<file path="config.mk">
export PLATFORM = sky130hd
export DESIGN_NAME = cbs_seq
export DESIGN_NICKNAME = d
export VERILOG_FILES = /design/src/rtl/cbs_seq.v
export VERILOG_INCLUDE_DIRS = /design/src /design/src/rtl
export SDC_FILE = /design/constraint.sdc
export NUM_CORES = 1
export LEC_CHECK = 0
export BUFFER_PORTS_ARGS = -buffer_cell sky130_fd_sc_hd__buf_2
export CORE_UTILIZATION = 55
export CTS_BUF_LIST = sky130_fd_sc_hd__clkbuf_8
export DETAILED_ROUTE_END_ITERATION = 12
export PLACE_DENSITY = 0.72
export SLEW_MARGIN = 10
export SYNTH_ARGS = -nofsm -noshare
export SYNTH_HDL_FRONTEND = slang
export SYNTH_SLANG_ARGS = --single-unit
</file>
<file path="constraint.sdc">
create_clock -name mclk -period 7 [get_ports mclk]
set_input_delay 0.35 -clock mclk [delete_from_list [all_inputs] [get_ports mclk]]
set_output_delay 0.35 -clock mclk [all_outputs]
set_load 0.02 [all_outputs]
</file>
<file path="src/rtl/cbs_seq_map.vh">
// Constants for the indexed and extended bus cycle sequencer
//
// Notes on behaviour
// RL1 - Indexed read-modify-write: six cycles, two dummy reads
// RL2 - Indexed call: offset, dummy, push return, jump
// RL3 - Extended 16-bit store: high then low byte
// RL4 - Extended 8-bit read: four cycles total
// RL5 - Extended clear: read, then write 00
// RL6 - Indexed address is index plus unsigned offset
`ifndef CBS_SEQ_MAP_VH
`define CBS_SEQ_MAP_VH

// ------------------------------------------------------------
// Timing
// ------------------------------------------------------------
`define CBS_MCLK_PERIOD_NS  25
`define CBS_BUS_CYCLE_NS    100
`define CBS_BUS_CYCLE_CLKS  (`CBS_BUS_CYCLE_NS / `CBS_MCLK_PERIOD_NS)
`define CBS_BUS_PH_LAST     2'h3

// ------------------------------------------------------------
// Bus constants
// ------------------------------------------------------------
`define CBS_DUMMY_ADDR      16'hFFFF
`define CBS_CLEAR_DATA      8'h00

// ------------------------------------------------------------
// Instruction classes
// ------------------------------------------------------------
`define CBS_IDX_RD8         4'h0
`define CBS_IDX_RMW         4'h1
`define CBS_IDX_JSR         4'h2
`define CBS_IDX_CLR         4'h3
`define CBS_EXT_RD8         4'h4
`define CBS_EXT_ST16        4'h5
`define CBS_EXT_CLR         4'h6
`define CBS_EXT_RMW         4'h7
`define CBS_EXT_JSR         4'h8

// ------------------------------------------------------------
// Address selects
// ------------------------------------------------------------
`define CBS_A_PC1           3'h0
`define CBS_A_PC2           3'h1
`define CBS_A_PC3           3'h2
`define CBS_A_DUMMY         3'h3
`define CBS_A_EA            3'h4
`define CBS_A_EA1           3'h5
`define CBS_A_SP            3'h6
`define CBS_A_SPM1          3'h7

// ------------------------------------------------------------
// Write data selects
// ------------------------------------------------------------
`define CBS_D_NONE          3'h0
`define CBS_D_HI            3'h1
`define CBS_D_LO            3'h2
`define CBS_D_ZERO          3'h3
`define CBS_D_ALU           3'h4
`define CBS_D_RETLO         3'h5
`define CBS_D_RETHI         3'h6

// ------------------------------------------------------------
// Read capture selects
// ------------------------------------------------------------
`define CBS_C_NONE          3'h0
`define CBS_C_AHI           3'h1
`define CBS_C_ALO           3'h2
`define CBS_C_OPLO          3'h3
`define CBS_C_OPC           3'h4

// ------------------------------------------------------------
// Step entry layout {last, rw, asel, dsel, csel}
// ------------------------------------------------------------
`define CBS_E_LAST          10
`define CBS_E_RW            9
`define CBS_E_AS_HI         8
`define CBS_E_AS_LO         6
`define CBS_E_DS_HI         5
`define CBS_E_DS_LO         3
`define CBS_E_CS_HI         2
`define CBS_E_CS_LO         0

`endif

</file>
<file path="src/rtl/cbs_seq.v">
// Bus cycle sequencer for indexed and extended addressing instructions
`timescale 1ns/1ps
`include "cbs_seq_map.vh"

module cbs_seq
(
    // Clock and reset
    input  wire        mclk,
    input  wire        rst_n,
    // Core request side
    input  wire        start,
    input  wire [3:0]  instr_class,
    input  wire [15:0] opcode_addr,
    input  wire [15:0] index_reg,
    input  wire [15:0] stack_ptr,
    input  wire [15:0] store_data,
    input  wire [7:0]  alu_result,
    // Core answer side
    output wire        busy,
    output reg         done_q,
    output reg  [7:0]  operand_q,
    output reg  [7:0]  next_opcode_q,
    // System bus
    output reg  [15:0] bus_addr_q,
    output reg         bus_rw_q,
    input  wire [7:0]  bus_d_in,
    output reg  [7:0]  bus_d_out_q,
    output reg         bus_d_oe_n_q
);

    // ------------------------------------------------------------
    // Local constants
    // ------------------------------------------------------------
    localparam [1:0] PH_LAST = `CBS_BUS_PH_LAST;
    localparam       S_IDLE  = 1'b0;
    localparam       S_RUN   = 1'b1;

    // ------------------------------------------------------------
    // Step table: one entry per bus cycle of each class
    // ------------------------------------------------------------
    function [10:0] cbs_step;
        input [3:0] cls;
        input [2:0] stp;
        begin
            case ({cls, stp})
                // Indexed 8-bit read
                {`CBS_IDX_RD8, 3'h0}: cbs_step = {2'b01, `CBS_A_PC1, `CBS_D_NONE, `CBS_C_ALO};
                {`CBS_IDX_RD8, 3'h1}: cbs_step = {2'b01, `CBS_A_DUMMY, `CBS_D_NONE, `CBS_C_NONE};
                {`CBS_IDX_RD8, 3'h2}: cbs_step = {2'b01, `CBS_A_EA, `CBS_D_NONE, `CBS_C_OPLO};
                {`CBS_IDX_RD8, 3'h3}: cbs_step = {2'b11, `CBS_A_PC2, `CBS_D_NONE, `CBS_C_OPC};
                // Indexed read-modify-write [RL1]
                {`CBS_IDX_RMW, 3'h0}: cbs_step = {2'b01, `CBS_A_PC1, `CBS_D_NONE, `CBS_C_ALO};
                {`CBS_IDX_RMW, 3'h1}: cbs_step = {2'b01, `CBS_A_DUMMY, `CBS_D_NONE, `CBS_C_NONE};
                {`CBS_IDX_RMW, 3'h2}: cbs_step = {2'b01, `CBS_A_EA, `CBS_D_NONE, `CBS_C_OPLO};
                {`CBS_IDX_RMW, 3'h3}: cbs_step = {2'b01, `CBS_A_DUMMY, `CBS_D_NONE, `CBS_C_NONE};
                {`CBS_IDX_RMW, 3'h4}: cbs_step = {2'b00, `CBS_A_EA, `CBS_D_ALU, `CBS_C_NONE};
                {`CBS_IDX_RMW, 3'h5}: cbs_step = {2'b11, `CBS_A_PC2, `CBS_D_NONE, `CBS_C_OPC};
                // Indexed subroutine call [RL2]
                {`CBS_IDX_JSR, 3'h0}: cbs_step = {2'b01, `CBS_A_PC1, `CBS_D_NONE, `CBS_C_ALO};
                {`CBS_IDX_JSR, 3'h1}: cbs_step = {2'b01, `CBS_A_DUMMY, `CBS_D_NONE, `CBS_C_NONE};
                {`CBS_IDX_JSR, 3'h2}: cbs_step = {2'b00, `CBS_A_SP, `CBS_D_RETLO, `CBS_C_NONE};
                {`CBS_IDX_JSR, 3'h3}: cbs_step = {2'b00, `CBS_A_SPM1, `CBS_D_RETHI, `CBS_C_NONE};
                {`CBS_IDX_JSR, 3'h4}: cbs_step = {2'b11, `CBS_A_EA, `CBS_D_NONE, `CBS_C_OPC};
                // Indexed clear
                {`CBS_IDX_CLR, 3'h0}: cbs_step = {2'b01, `CBS_A_PC1, `CBS_D_NONE, `CBS_C_ALO};
                {`CBS_IDX_CLR, 3'h1}: cbs_step = {2'b01, `CBS_A_DUMMY, `CBS_D_NONE, `CBS_C_NONE};
                {`CBS_IDX_CLR, 3'h2}: cbs_step = {2'b01, `CBS_A_EA, `CBS_D_NONE, `CBS_C_OPLO};
                {`CBS_IDX_CLR, 3'h3}: cbs_step = {2'b00, `CBS_A_EA, `CBS_D_ZERO, `CBS_C_NONE};
                {`CBS_IDX_CLR, 3'h4}: cbs_step = {2'b11, `CBS_A_PC2, `CBS_D_NONE, `CBS_C_OPC};
                // Extended 8-bit read [RL4]
                {`CBS_EXT_RD8, 3'h0}: cbs_step = {2'b01, `CBS_A_PC1, `CBS_D_NONE, `CBS_C_AHI};
                {`CBS_EXT_RD8, 3'h1}: cbs_step = {2'b01, `CBS_A_PC2, `CBS_D_NONE, `CBS_C_ALO};
                {`CBS_EXT_RD8, 3'h2}: cbs_step = {2'b01, `CBS_A_EA, `CBS_D_NONE, `CBS_C_OPLO};
                {`CBS_EXT_RD8, 3'h3}: cbs_step = {2'b11, `CBS_A_PC3, `CBS_D_NONE, `CBS_C_OPC};
                // Extended 16-bit store [RL3]
                {`CBS_EXT_ST16, 3'h0}: cbs_step = {2'b01, `CBS_A_PC1, `CBS_D_NONE, `CBS_C_AHI};
                {`CBS_EXT_ST16, 3'h1}: cbs_step = {2'b01, `CBS_A_PC2, `CBS_D_NONE, `CBS_C_ALO};
                {`CBS_EXT_ST16, 3'h2}: cbs_step = {2'b00, `CBS_A_EA, `CBS_D_HI, `CBS_C_NONE};
                {`CBS_EXT_ST16, 3'h3}: cbs_step = {2'b00, `CBS_A_EA1, `CBS_D_LO, `CBS_C_NONE};
                {`CBS_EXT_ST16, 3'h4}: cbs_step = {2'b11, `CBS_A_PC3, `CBS_D_NONE, `CBS_C_OPC};
                // Extended clear [RL5]
                {`CBS_EXT_CLR, 3'h0}: cbs_step = {2'b01, `CBS_A_PC1, `CBS_D_NONE, `CBS_C_AHI};
                {`CBS_EXT_CLR, 3'h1}: cbs_step = {2'b01, `CBS_A_PC2, `CBS_D_NONE, `CBS_C_ALO};
                {`CBS_EXT_CLR, 3'h2}: cbs_step = {2'b01, `CBS_A_EA, `CBS_D_NONE, `CBS_C_OPLO};
                {`CBS_EXT_CLR, 3'h3}: cbs_step = {2'b00, `CBS_A_EA, `CBS_D_ZERO, `CBS_C_NONE};
                {`CBS_EXT_CLR, 3'h4}: cbs_step = {2'b11, `CBS_A_PC3, `CBS_D_NONE, `CBS_C_OPC};
                // Extended read-modify-write
                {`CBS_EXT_RMW, 3'h0}: cbs_step = {2'b01, `CBS_A_PC1, `CBS_D_NONE, `CBS_C_AHI};
                {`CBS_EXT_RMW, 3'h1}: cbs_step = {2'b01, `CBS_A_PC2, `CBS_D_NONE, `CBS_C_ALO};
                {`CBS_EXT_RMW, 3'h2}: cbs_step = {2'b01, `CBS_A_EA, `CBS_D_NONE, `CBS_C_OPLO};
                {`CBS_EXT_RMW, 3'h3}: cbs_step = {2'b01, `CBS_A_DUMMY, `CBS_D_NONE, `CBS_C_NONE};
                {`CBS_EXT_RMW, 3'h4}: cbs_step = {2'b00, `CBS_A_EA, `CBS_D_ALU, `CBS_C_NONE};
                {`CBS_EXT_RMW, 3'h5}: cbs_step = {2'b11, `CBS_A_PC3, `CBS_D_NONE, `CBS_C_OPC};
                // Extended subroutine call
                {`CBS_EXT_JSR, 3'h0}: cbs_step = {2'b01, `CBS_A_PC1, `CBS_D_NONE, `CBS_C_AHI};
                {`CBS_EXT_JSR, 3'h1}: cbs_step = {2'b01, `CBS_A_PC2, `CBS_D_NONE, `CBS_C_ALO};
                {`CBS_EXT_JSR, 3'h2}: cbs_step = {2'b01, `CBS_A_DUMMY, `CBS_D_NONE, `CBS_C_NONE};
                {`CBS_EXT_JSR, 3'h3}: cbs_step = {2'b00, `CBS_A_SP, `CBS_D_RETLO, `CBS_C_NONE};
                {`CBS_EXT_JSR, 3'h4}: cbs_step = {2'b00, `CBS_A_SPM1, `CBS_D_RETHI, `CBS_C_NONE};
                {`CBS_EXT_JSR, 3'h5}: cbs_step = {2'b11, `CBS_A_EA, `CBS_D_NONE, `CBS_C_OPC};
                // Unknown class ends at once with a dummy cycle
                default: cbs_step = {2'b11, `CBS_A_DUMMY, `CBS_D_NONE, `CBS_C_NONE};
            endcase
        end
    endfunction

    // ------------------------------------------------------------
    // State
    // ------------------------------------------------------------
    reg         state_q;
    reg  [1:0]  phase_q;
    reg  [2:0]  step_q;
    reg  [3:0]  class_q;
    reg  [15:0] pc_q;
    reg  [15:0] idx_q;
    reg  [15:0] sp_q;
    reg  [15:0] wdata_q;
    reg  [7:0]  ahi_q;
    reg  [7:0]  alo_q;
    reg  [7:0]  din_meta_q;
    reg  [7:0]  din_sync_q;

    // ------------------------------------------------------------
    // Next-cycle decode
    // ------------------------------------------------------------
    reg         launch;
    reg  [3:0]  cls_n;
    reg  [2:0]  stp_n;
    reg  [15:0] pc_n;
    reg  [15:0] idx_n;
    reg  [15:0] sp_n;
    reg  [15:0] wd_n;
    reg  [7:0]  ahi_d;
    reg  [7:0]  alo_d;
    reg  [10:0] ent_cur;
    reg  [10:0] ent_n;
    reg  [15:0] ea_n;
    reg  [15:0] ret_n;
    reg  [15:0] addr_d;
    reg  [7:0]  dout_d;
    wire        cyc_end;

    assign busy    = (state_q == S_RUN);
    assign cyc_end = busy && (phase_q == PH_LAST);

    // Capture of the current cycle and the entry of the following one
    always @*
    begin
        ent_cur = cbs_step(class_q, step_q);
        ahi_d   = ahi_q;
        alo_d   = alo_q;
        if (cyc_end && ent_cur[`CBS_E_CS_HI:`CBS_E_CS_LO] == `CBS_C_AHI)
            ahi_d = din_sync_q;
        if (cyc_end && ent_cur[`CBS_E_CS_HI:`CBS_E_CS_LO] == `CBS_C_ALO)
            alo_d = din_sync_q;
        launch = 1'b0;
        cls_n  = class_q;
        stp_n  = step_q + 3'h1;
        pc_n   = pc_q;
        idx_n  = idx_q;
        sp_n   = sp_q;
        wd_n   = wdata_q;
        if (!busy && start)
        begin
            launch = 1'b1;
            cls_n  = instr_class;
            stp_n  = 3'h0;
            pc_n   = opcode_addr;
            idx_n  = index_reg;
            sp_n   = stack_ptr;
            wd_n   = store_data;
        end
        else if (cyc_end && !ent_cur[`CBS_E_LAST])
            launch = 1'b1;
        ent_n = cbs_step(cls_n, stp_n);
    end

    // Effective and return addresses
    always @*
    begin
        if (cls_n >= `CBS_EXT_RD8)
        begin
            ea_n  = {ahi_d, alo_d};
            ret_n = pc_n + 16'h0003;
        end
        else
        begin
            ea_n  = idx_n + {8'h00, alo_d};                    // [RL6]
            ret_n = pc_n + 16'h0002;
        end
    end

    // Address and write data for the following cycle
    always @*
    begin
        case (ent_n[`CBS_E_AS_HI:`CBS_E_AS_LO])
            `CBS_A_PC1:   addr_d = pc_n + 16'h0001;
            `CBS_A_PC2:   addr_d = pc_n + 16'h0002;
            `CBS_A_PC3:   addr_d = pc_n + 16'h0003;
            `CBS_A_EA:    addr_d = ea_n;
            `CBS_A_EA1:   addr_d = ea_n + 16'h0001;                // [RL3]
            `CBS_A_SP:    addr_d = sp_n;                           // [RL2]
            `CBS_A_SPM1:  addr_d = sp_n - 16'h0001;                // [RL2]
            default:      addr_d = `CBS_DUMMY_ADDR;                // [RL1]
        endcase
        case (ent_n[`CBS_E_DS_HI:`CBS_E_DS_LO])
            `CBS_D_HI:    dout_d = wd_n[15:8];                     // [RL3]
            `CBS_D_LO:    dout_d = wd_n[7:0];                      // [RL3]
            `CBS_D_ZERO:  dout_d = `CBS_CLEAR_DATA;                // [RL5]
            `CBS_D_ALU:   dout_d = alu_result;                     // [RL1]
            `CBS_D_RETLO: dout_d = ret_n[7:0];                     // [RL2]
            `CBS_D_RETHI: dout_d = ret_n[15:8];                    // [RL2]
            default:      dout_d = 8'h00;
        endcase
    end

    // ------------------------------------------------------------
    // Data bus synchroniser
    // ------------------------------------------------------------
    always @(posedge mclk or negedge rst_n)
    begin
        if (!rst_n)
        begin
            din_meta_q <= 8'h00;
            din_sync_q <= 8'h00;
        end
        else
        begin
            din_meta_q <= bus_d_in;
            din_sync_q <= din_meta_q;
        end
    end

    // ------------------------------------------------------------
    // Sequencer and bus drivers
    // ------------------------------------------------------------
    always @(posedge mclk or negedge rst_n)
    begin
        if (!rst_n)
        begin
            state_q       <= S_IDLE;
            phase_q       <= 2'h0;
            step_q        <= 3'h0;
            class_q       <= 4'h0;
            pc_q          <= 16'h0000;
            idx_q         <= 16'h0000;
            sp_q          <= 16'h0000;
            wdata_q       <= 16'h0000;
            ahi_q         <= 8'h00;
            alo_q         <= 8'h00;
            operand_q     <= 8'h00;
            next_opcode_q <= 8'h00;
            done_q        <= 1'b0;
            bus_addr_q    <= `CBS_DUMMY_ADDR;
            bus_rw_q      <= 1'b1;
            bus_d_out_q   <= 8'h00;
            bus_d_oe_n_q  <= 1'b1;
        end
        else
        begin
            ahi_q  <= ahi_d;
            alo_q  <= alo_d;
            done_q <= 1'b0;
            if (busy)
                phase_q <= phase_q + 2'h1;
            // Read captures at the end of the cycle
            if (cyc_end && ent_cur[`CBS_E_CS_HI:`CBS_E_CS_LO] == `CBS_C_OPLO)
                operand_q <= din_sync_q;                           // [RL4]
            if (cyc_end && ent_cur[`CBS_E_CS_HI:`CBS_E_CS_LO] == `CBS_C_OPC)
                next_opcode_q <= din_sync_q;
            if (launch)
            begin
                state_q      <= S_RUN;
                phase_q      <= 2'h0;
                step_q       <= stp_n;
                class_q      <= cls_n;
                pc_q         <= pc_n;
                idx_q        <= idx_n;
                sp_q         <= sp_n;
                wdata_q      <= wd_n;
                bus_addr_q   <= addr_d;
                bus_rw_q     <= ent_n[`CBS_E_RW];                  // [RL5]
                bus_d_out_q  <= dout_d;
                bus_d_oe_n_q <= ent_n[`CBS_E_RW];
            end
            else if (cyc_end)
            begin
                // Last cycle done: park the bus on a dummy read
                state_q      <= S_IDLE;
                done_q       <= 1'b1;
                bus_addr_q   <= `CBS_DUMMY_ADDR;
                bus_rw_q     <= 1'b1;
                bus_d_oe_n_q <= 1'b1;
            end
        end
    end

endmodule

</file>
======== Word level (Yosys, flattened, before mapping) ========
Memories as Yosys holds them, arrays and structs flattened.
Index checks and enable logic that the tools add are counted.
word-level totals
  bits in registers ....................... 148
  memories ................................ 2
  ROM bits ................................ 2,816
memory list
  memory            words  width  rd ports  clocked after memory_dff  wr ports  line          text
  (name not given)  128    11     1         0                         0         cbs_seq.v:45  case ({cls, stp})
  (name not given)  128    11     1         0                         0         cbs_seq.v:45
cells by class
  $lt $le $gt $ge ......................... 1
  eq/ne operators ......................... 16
  reduce and logical (&&, ||, !) cells .... 12
  $add $sub $neg .......................... 8
  mux-type cells .......................... 24
operators by type and width
  cell                                                                                  number
  16-bit two-way mux                                                                    8
  16-bit case mux with 7 select lines                                                   1
  8-bit case mux with 5 select lines                                                    1
  16-bit by 1-bit adder with 16-bit output (second input constant)                      2
  16-bit by 2-bit adder with 16-bit output (second input constant)                      2
  3-bit equality test (second input constant)                                           8
  16-bit by 8-bit adder with 16-bit output                                              1
  8-bit two-way mux                                                                     2
  16-bit by 1-bit subtractor with 16-bit output (second input constant)                 1
  3-bit by 2-bit equality test with 1-bit output (second input constant)                4
  3-bit by 1-bit equality test with 1-bit output (second input constant)                3
  1-bit two-way mux                                                                     8
  1-bit logical AND                                                                     7
  4-bit by 3-bit greater-or-equal comparator with 1-bit output (second input constant)  1
  2-bit two-way mux                                                                     2
  4-bit two-way mux                                                                     1
  2-bit nonzero test                                                                    2
  3-bit by 1-bit adder with 3-bit output (second input constant)                        1
  3-bit logical NOT                                                                     1
  3-bit two-way mux                                                                     1
  2-bit by 1-bit adder with 2-bit output (second input constant)                        1
  2-bit equality test (second input constant)                                           1
  1-bit logical NOT                                                                     2

======== Logic depth before layout (Yosys ltp) ========
  word-level depth ........................ 9
  mapped depth ............................ 26

======== Least setup slack after synthesis ========
Ideal clock, no wire load.
  path type ............................... register to register
  start point ............................. reg state_q, in the netlist busy
  end point ............................... reg bus_addr_q[15]
  stages on the path, launching flop included .. 26
  required time ........................... 6.919 ns
  arrival ................................. 5.428 ns
  path slack .............................. 1.491 ns
  path buffers ............................ 11
  library setup time ...................... 0.081 ns
  cell sequence ........................... dfrtp_1 > buf_4 > nor2b_1 > buf_6 > buf_2 > buf_2 > buf_4 > buf_2 > buf_2 > buf_2 > buf_2 > buf_1 > nand2_1 > nand2_1 > ha_1 > clkbuf_1 > and3_1 > and3_1 > a41oi_1 > and4_1 > a211oi_1 > or2_1 > o31a_1 > nor4_2 > xnor2_1 > a21oi_1
on the way
  cells in the longest elaborated chain, start to end .. 8
  elaborated cells between the ends (all ways) .. 34
RTL lines
  item                                          line           text
  start, declared                               cbs_seq.v:110  reg state_q;
  start signal, assigned                        cbs_seq.v:241  state_q <= S_IDLE;
  start signal, assigned                        cbs_seq.v:273  state_q <= S_RUN;
  start signal, assigned                        cbs_seq.v:289  state_q <= S_IDLE;
  1-bit logical NOT (*)                         cbs_seq.v:163  if (!busy && start)
  1-bit logical AND (*)                         cbs_seq.v:163
  16-bit two-way mux (*)                        cbs_seq.v:163
  via idx_n[7]                                  cbs_seq.v:130  reg [15:0] idx_n;
  16-bit by 8-bit adder with 16-bit output (*)  cbs_seq.v:188  ea_n = idx_n + {8'h00, alo_d};
  16-bit two-way mux (*)                        cbs_seq.v:181  if (cls_n >= `CBS_EXT_RD8)
  16-bit by 1-bit adder with 16-bit output      cbs_seq.v:201  `CBS_A_EA1: addr_d = ea_n + 16'h0001;
  16-bit case mux with 7 select lines (*)       cbs_seq.v:196  case (ent_n[`CBS_E_AS_HI:`CBS_E_AS_LO])
  16-bit two-way mux (*)                        cbs_seq.v:271  if (launch)
  end signal, assigned                          cbs_seq.v:254  bus_addr_q <= `CBS_DUMMY_ADDR;
  end signal, assigned                          cbs_seq.v:281  bus_addr_q <= addr_d;
  end signal, assigned                          cbs_seq.v:291  bus_addr_q <= `CBS_DUMMY_ADDR;
  end, declared                                 cbs_seq.v:24   output reg [15:0] bus_addr_q,
The timed path passes the listed nets; every way through them passes the cells marked *.
A chain may end at the register's enable or synchronous reset.

======== Worst setup path after layout ========
  start point ............................. reg class_q[0]
  end point ............................... reg bus_addr_q[15]
on the way
  cells in the longest elaborated chain, start to end .. 9
  elaborated cells between the ends (all ways) .. 27
RTL lines
  item                                                                 line           text
  start, declared                                                      cbs_seq.v:113  reg [3:0] class_q;
  start signal, assigned                                               cbs_seq.v:276  class_q <= cls_n;
  memory read 128 x 11 bit (*)                                         n/a
  3-bit by 2-bit equality test with 1-bit output (no source line) (*)  n/a
  1-bit logical AND (no source line) (*)                               n/a
  8-bit two-way mux (*)                                                cbs_seq.v:154  if (cyc_end && ent_cur[`CBS_E_CS_HI:`CBS_E_CS_LO] == `CBS_C_ALO)
  via alo_d[4]                                                         cbs_seq.v:134  reg [7:0] alo_d;
  16-bit by 8-bit adder with 16-bit output                             cbs_seq.v:188
  16-bit two-way mux (*)                                               cbs_seq.v:181
  16-bit by 1-bit adder with 16-bit output                             cbs_seq.v:201
  16-bit case mux with 7 select lines (*)                              cbs_seq.v:196
  16-bit two-way mux (*)                                               cbs_seq.v:271
Marks and branches as above.

==> out/results.ini <==
[critical_path]
critical_path_class = register to register
arrival_ns = 6.26
slowest_delay_ns = 0.94
cpMaxStageDelayCell = dfrtp_1
cp-end-kind = register
critPathMaxFanout = 32
regToRegSetupSlack_ns = 1.13
crit_chain = nor2b_1 -> o211ai_1 -> o211a_1 -> o211ai_2 -> mux2_2 -> ha_1 -> and2_1 -> a31oi_1 -> a21oi_1 -> nor2_1 -> mux2_4 -> a211oi_1 -> a31oi_1 -> nor3_1 -> nand2_1 -> nor4_2 -> xnor2_1 -> a21oi_1
crit_required_ns = 7.39
cp-start-kind = register

[clock_network]
path_clk_slew_ns = 0.09
cts_root_buf = clkbuf_8
clock-sinks = 148
cts_tree = done
cts-resized-gates = 0
post_cts_buffers = 0
numCtsBuffers = 17
insertion_delay_ns = 0.47
hold_buffers = 9
cts_max_path_buffers = 2
htreeDepth = 4

[sta]
fmax_mhz = 170
finalSetupViolCount = 0
rsz0062_at_grt = false
setup_tns_ns = 0
slew_viol_final = 0
final.setup_skew_ns = 0.0104
hold_violations = 0
fin_crit_ns = 5.87
worst_pin_slew_ns = 0.864
fin_ws_ns = 1.13
holdWs_ns = 0.0894
slew_headroom_pct = 40.7
finalCritPeriodShare_pct = 83.8

[floorplan]
die_w_um = 138
core_area_um2 = 18000
dieArea_um2 = 19000
die_h_um = 138
rows = 49
io_pins = 131
initial_core_util_pct = 56.2

[logic_synthesis]
synth_nets = 1286
yosysSeqAreaShare_pct = 36.8
netlist_top_cells_area = dfrtp_1 (32%), nand2_1 (6.7%), mux2i_1 (5.9%)
ys_async_sr_fraction_pct = 100
synthCells = 1169
synth_edf_count = 0
yosysUniqueCellTypes = 89
syn_area_um2 = 10100
ys_ff_latch = 148
avgSynthCellArea_um2 = 8.66
synth_top_flop_cell = dfrtp_1
yosys_warnings = 0
synth.largest_area_cell = dfrtp_1
synth_top_cell_area_share_pct = 32.4

[pwr]
swShare_pct = 53.3
cellPowerDensity_nw_per_um2 = 578
leakagePower_nw = 5.08
internal_power_mw = 3.08
comb_power_share_pct = 68.0
power_frac_clock_pct = 9.5
p_sw_mw = 3.51
p_seq_share_pct = 22.4
p_total_mw = 6.59
ir_worst_vdd_mv = 0.341

[drt]
antenna_left = 0
vias = 9262
first_pass_iters = 5
routed_wl_mm = 29.4
drc = 0
dr.first_iter.drc_count = 809
viasPerCell = 6.06
wire_per_inst_um = 19.2

[job]
drv_cap = 0

[placement]
pre_cts_slack_ns = 1.29
place_inst = 1487
place_congestion = 0.961
dpl.hpwl_mm = 21.5
port_buffers = 130
placed_area_um2 = 10900

[global_routing]
gr-total-overflow = 0
met2_usage_pct = 46.2
grt_use_met1_pct = 46.5
grt_start_max_net_pins = 84
grt.busiest_layer = met1
gr-usage-all-layers_pct = 32.0
antenna_found_initial = 0
first_global_vias = 8464
grt_pass1_wl_mm = 45.9
met3_usage_pct = 6.62

[cells_and_area]
insertedDiodeCount = 0
regArea_um2 = 3720
fill_cells = 1619
area_growth_pct = 12.5
final_cells = 1528
final_cell_area_um2 = 11400
drive_gt1_share_pct = 19.3
layout.nets = 1403
multi_input_area_um2 = 5950
final_core_util_pct = 63.2

[run_status]
outcome = complete, no violations

[worst_hold_path]
min_path_type = input port to register

[cells by family (layout without fill, tap and decap cells)]
group	count (synthesis)	in the layout	synth area share, %
XOR/XNOR	56	56	4.84
adder cells (fa/ha/maj)	30	30	3.78
flip-flops	148	148	36.8
AO/OA/AOI/OAI	280	280	19.2
buffers and inverters	113	243	4.67
multiplexers	97	97	10.1
AND/OR/NAND/NOR	445	445	20.6
[power by group through the flow]
stage / combinational (mW) / sequential (mW) / clock [mW]
finish: 4.48 / 1.48 / 0.629
global route: 4.89 / 1.52 / 0.678
CTS: 4.40 / 1.48 / 0.641
detailed placement: 4.37 / 1.49 / 0
global placement: 4.33 / 1.48 / 0
floorplan: 3.20 / 1.51 / 0
[path summary, 6_finish.rpt]
path / startpoint / to / cells past startpoint
setup / recovery: class_q[0] / bus_addr_q[15] / 18
hold / removal: index_reg[1] / idx_q[1] / 3
setup reg to reg: class_q[0] / bus_addr_q[15] / 18
hold reg to reg: din_meta_q[0] / din_sync_q[0] / 0
max in group asynchronous: rst_n / sp_q[2] / 3
min in group asynchronous: rst_n / busy / 2
[sequential cells by signal, indices dropped and copies added, names as in the netlist]
register	count
next_opcode_q	8
din_sync_q	8
operand_q	8
bus_d_oe_n_q	1
bus_d_out_q	8
pc_q	16
phase_q	2
bus_addr_q	16
alo_q	8
idx_q	16
busy	1
din_meta_q	8
sp_q	16
step_q	3
wdata_q	16
ahi_q	8
class_q	4
done_q	1
[final cells by class]
| class | count | area share (%) |
|---|---|---|
| inverters | 58 | 1.91 |
| clock buffers | 17 | 2.05 |
| flip-flops and latches | 148 | 32.7 |
| clock inverters | 15 | 1.11 |
| repair buffers | 153 | 7.48 |
| well taps | 229 | 2.51 |
| multi-input cells | 908 | 52.2 |
[worst max-delay path: cells and delay by family, from the launching register on]
kind            cells  cell delay (ns)
simple gates        6             1.63
compound gates      8             1.96
flops               1             0.94
fa+ha+maj           1             0.41
xor+xnor            1             0.09
mux                 2             0.74
[synth_stat cells, types with 15 or more instances]
| cell type | instances |
|---|---|
| a211oi_1 | 23 |
| a21oi_1 | 57 |
| a31oi_1 | 19 |
| and3_1 | 15 |
| buf_2 | 18 |
| clkbuf_1 | 25 |
| dfrtp_1 | 131 |
| dfstp_2 | 17 |
| ha_1 | 29 |
| inv_1 | 57 |
| mux2_2 | 32 |
| mux2i_1 | 60 |
| nand2_1 | 180 |
| nand3_1 | 39 |
| nor2_1 | 100 |
| nor2b_1 | 19 |
| nor3_1 | 32 |
| o21ai_0 | 44 |
| o22ai_1 | 16 |
| xnor2_1 | 45 |
[placed cells by master (no fill, tap or decap), types with 23 or more instances in the layout]
cell      instances
nand2_1         180
dfrtp_1         131
buf_2           129
nor2_1          100
inv_1            59
mux2i_1          59
a21oi_1          56
xnor2_1          45
o21ai_0          44
nand3_1          39
nor3_1           32
mux2_2           32
ha_1             29
a211oi_1         23
[layer usage]
metal  up-vias  routed length [um]
met5         -                   0
met2       422               12700
met4         0                 784
met3        54                2260
met1      4367               13700
li1       4419                   -
(Power assumes the default switching activity.)
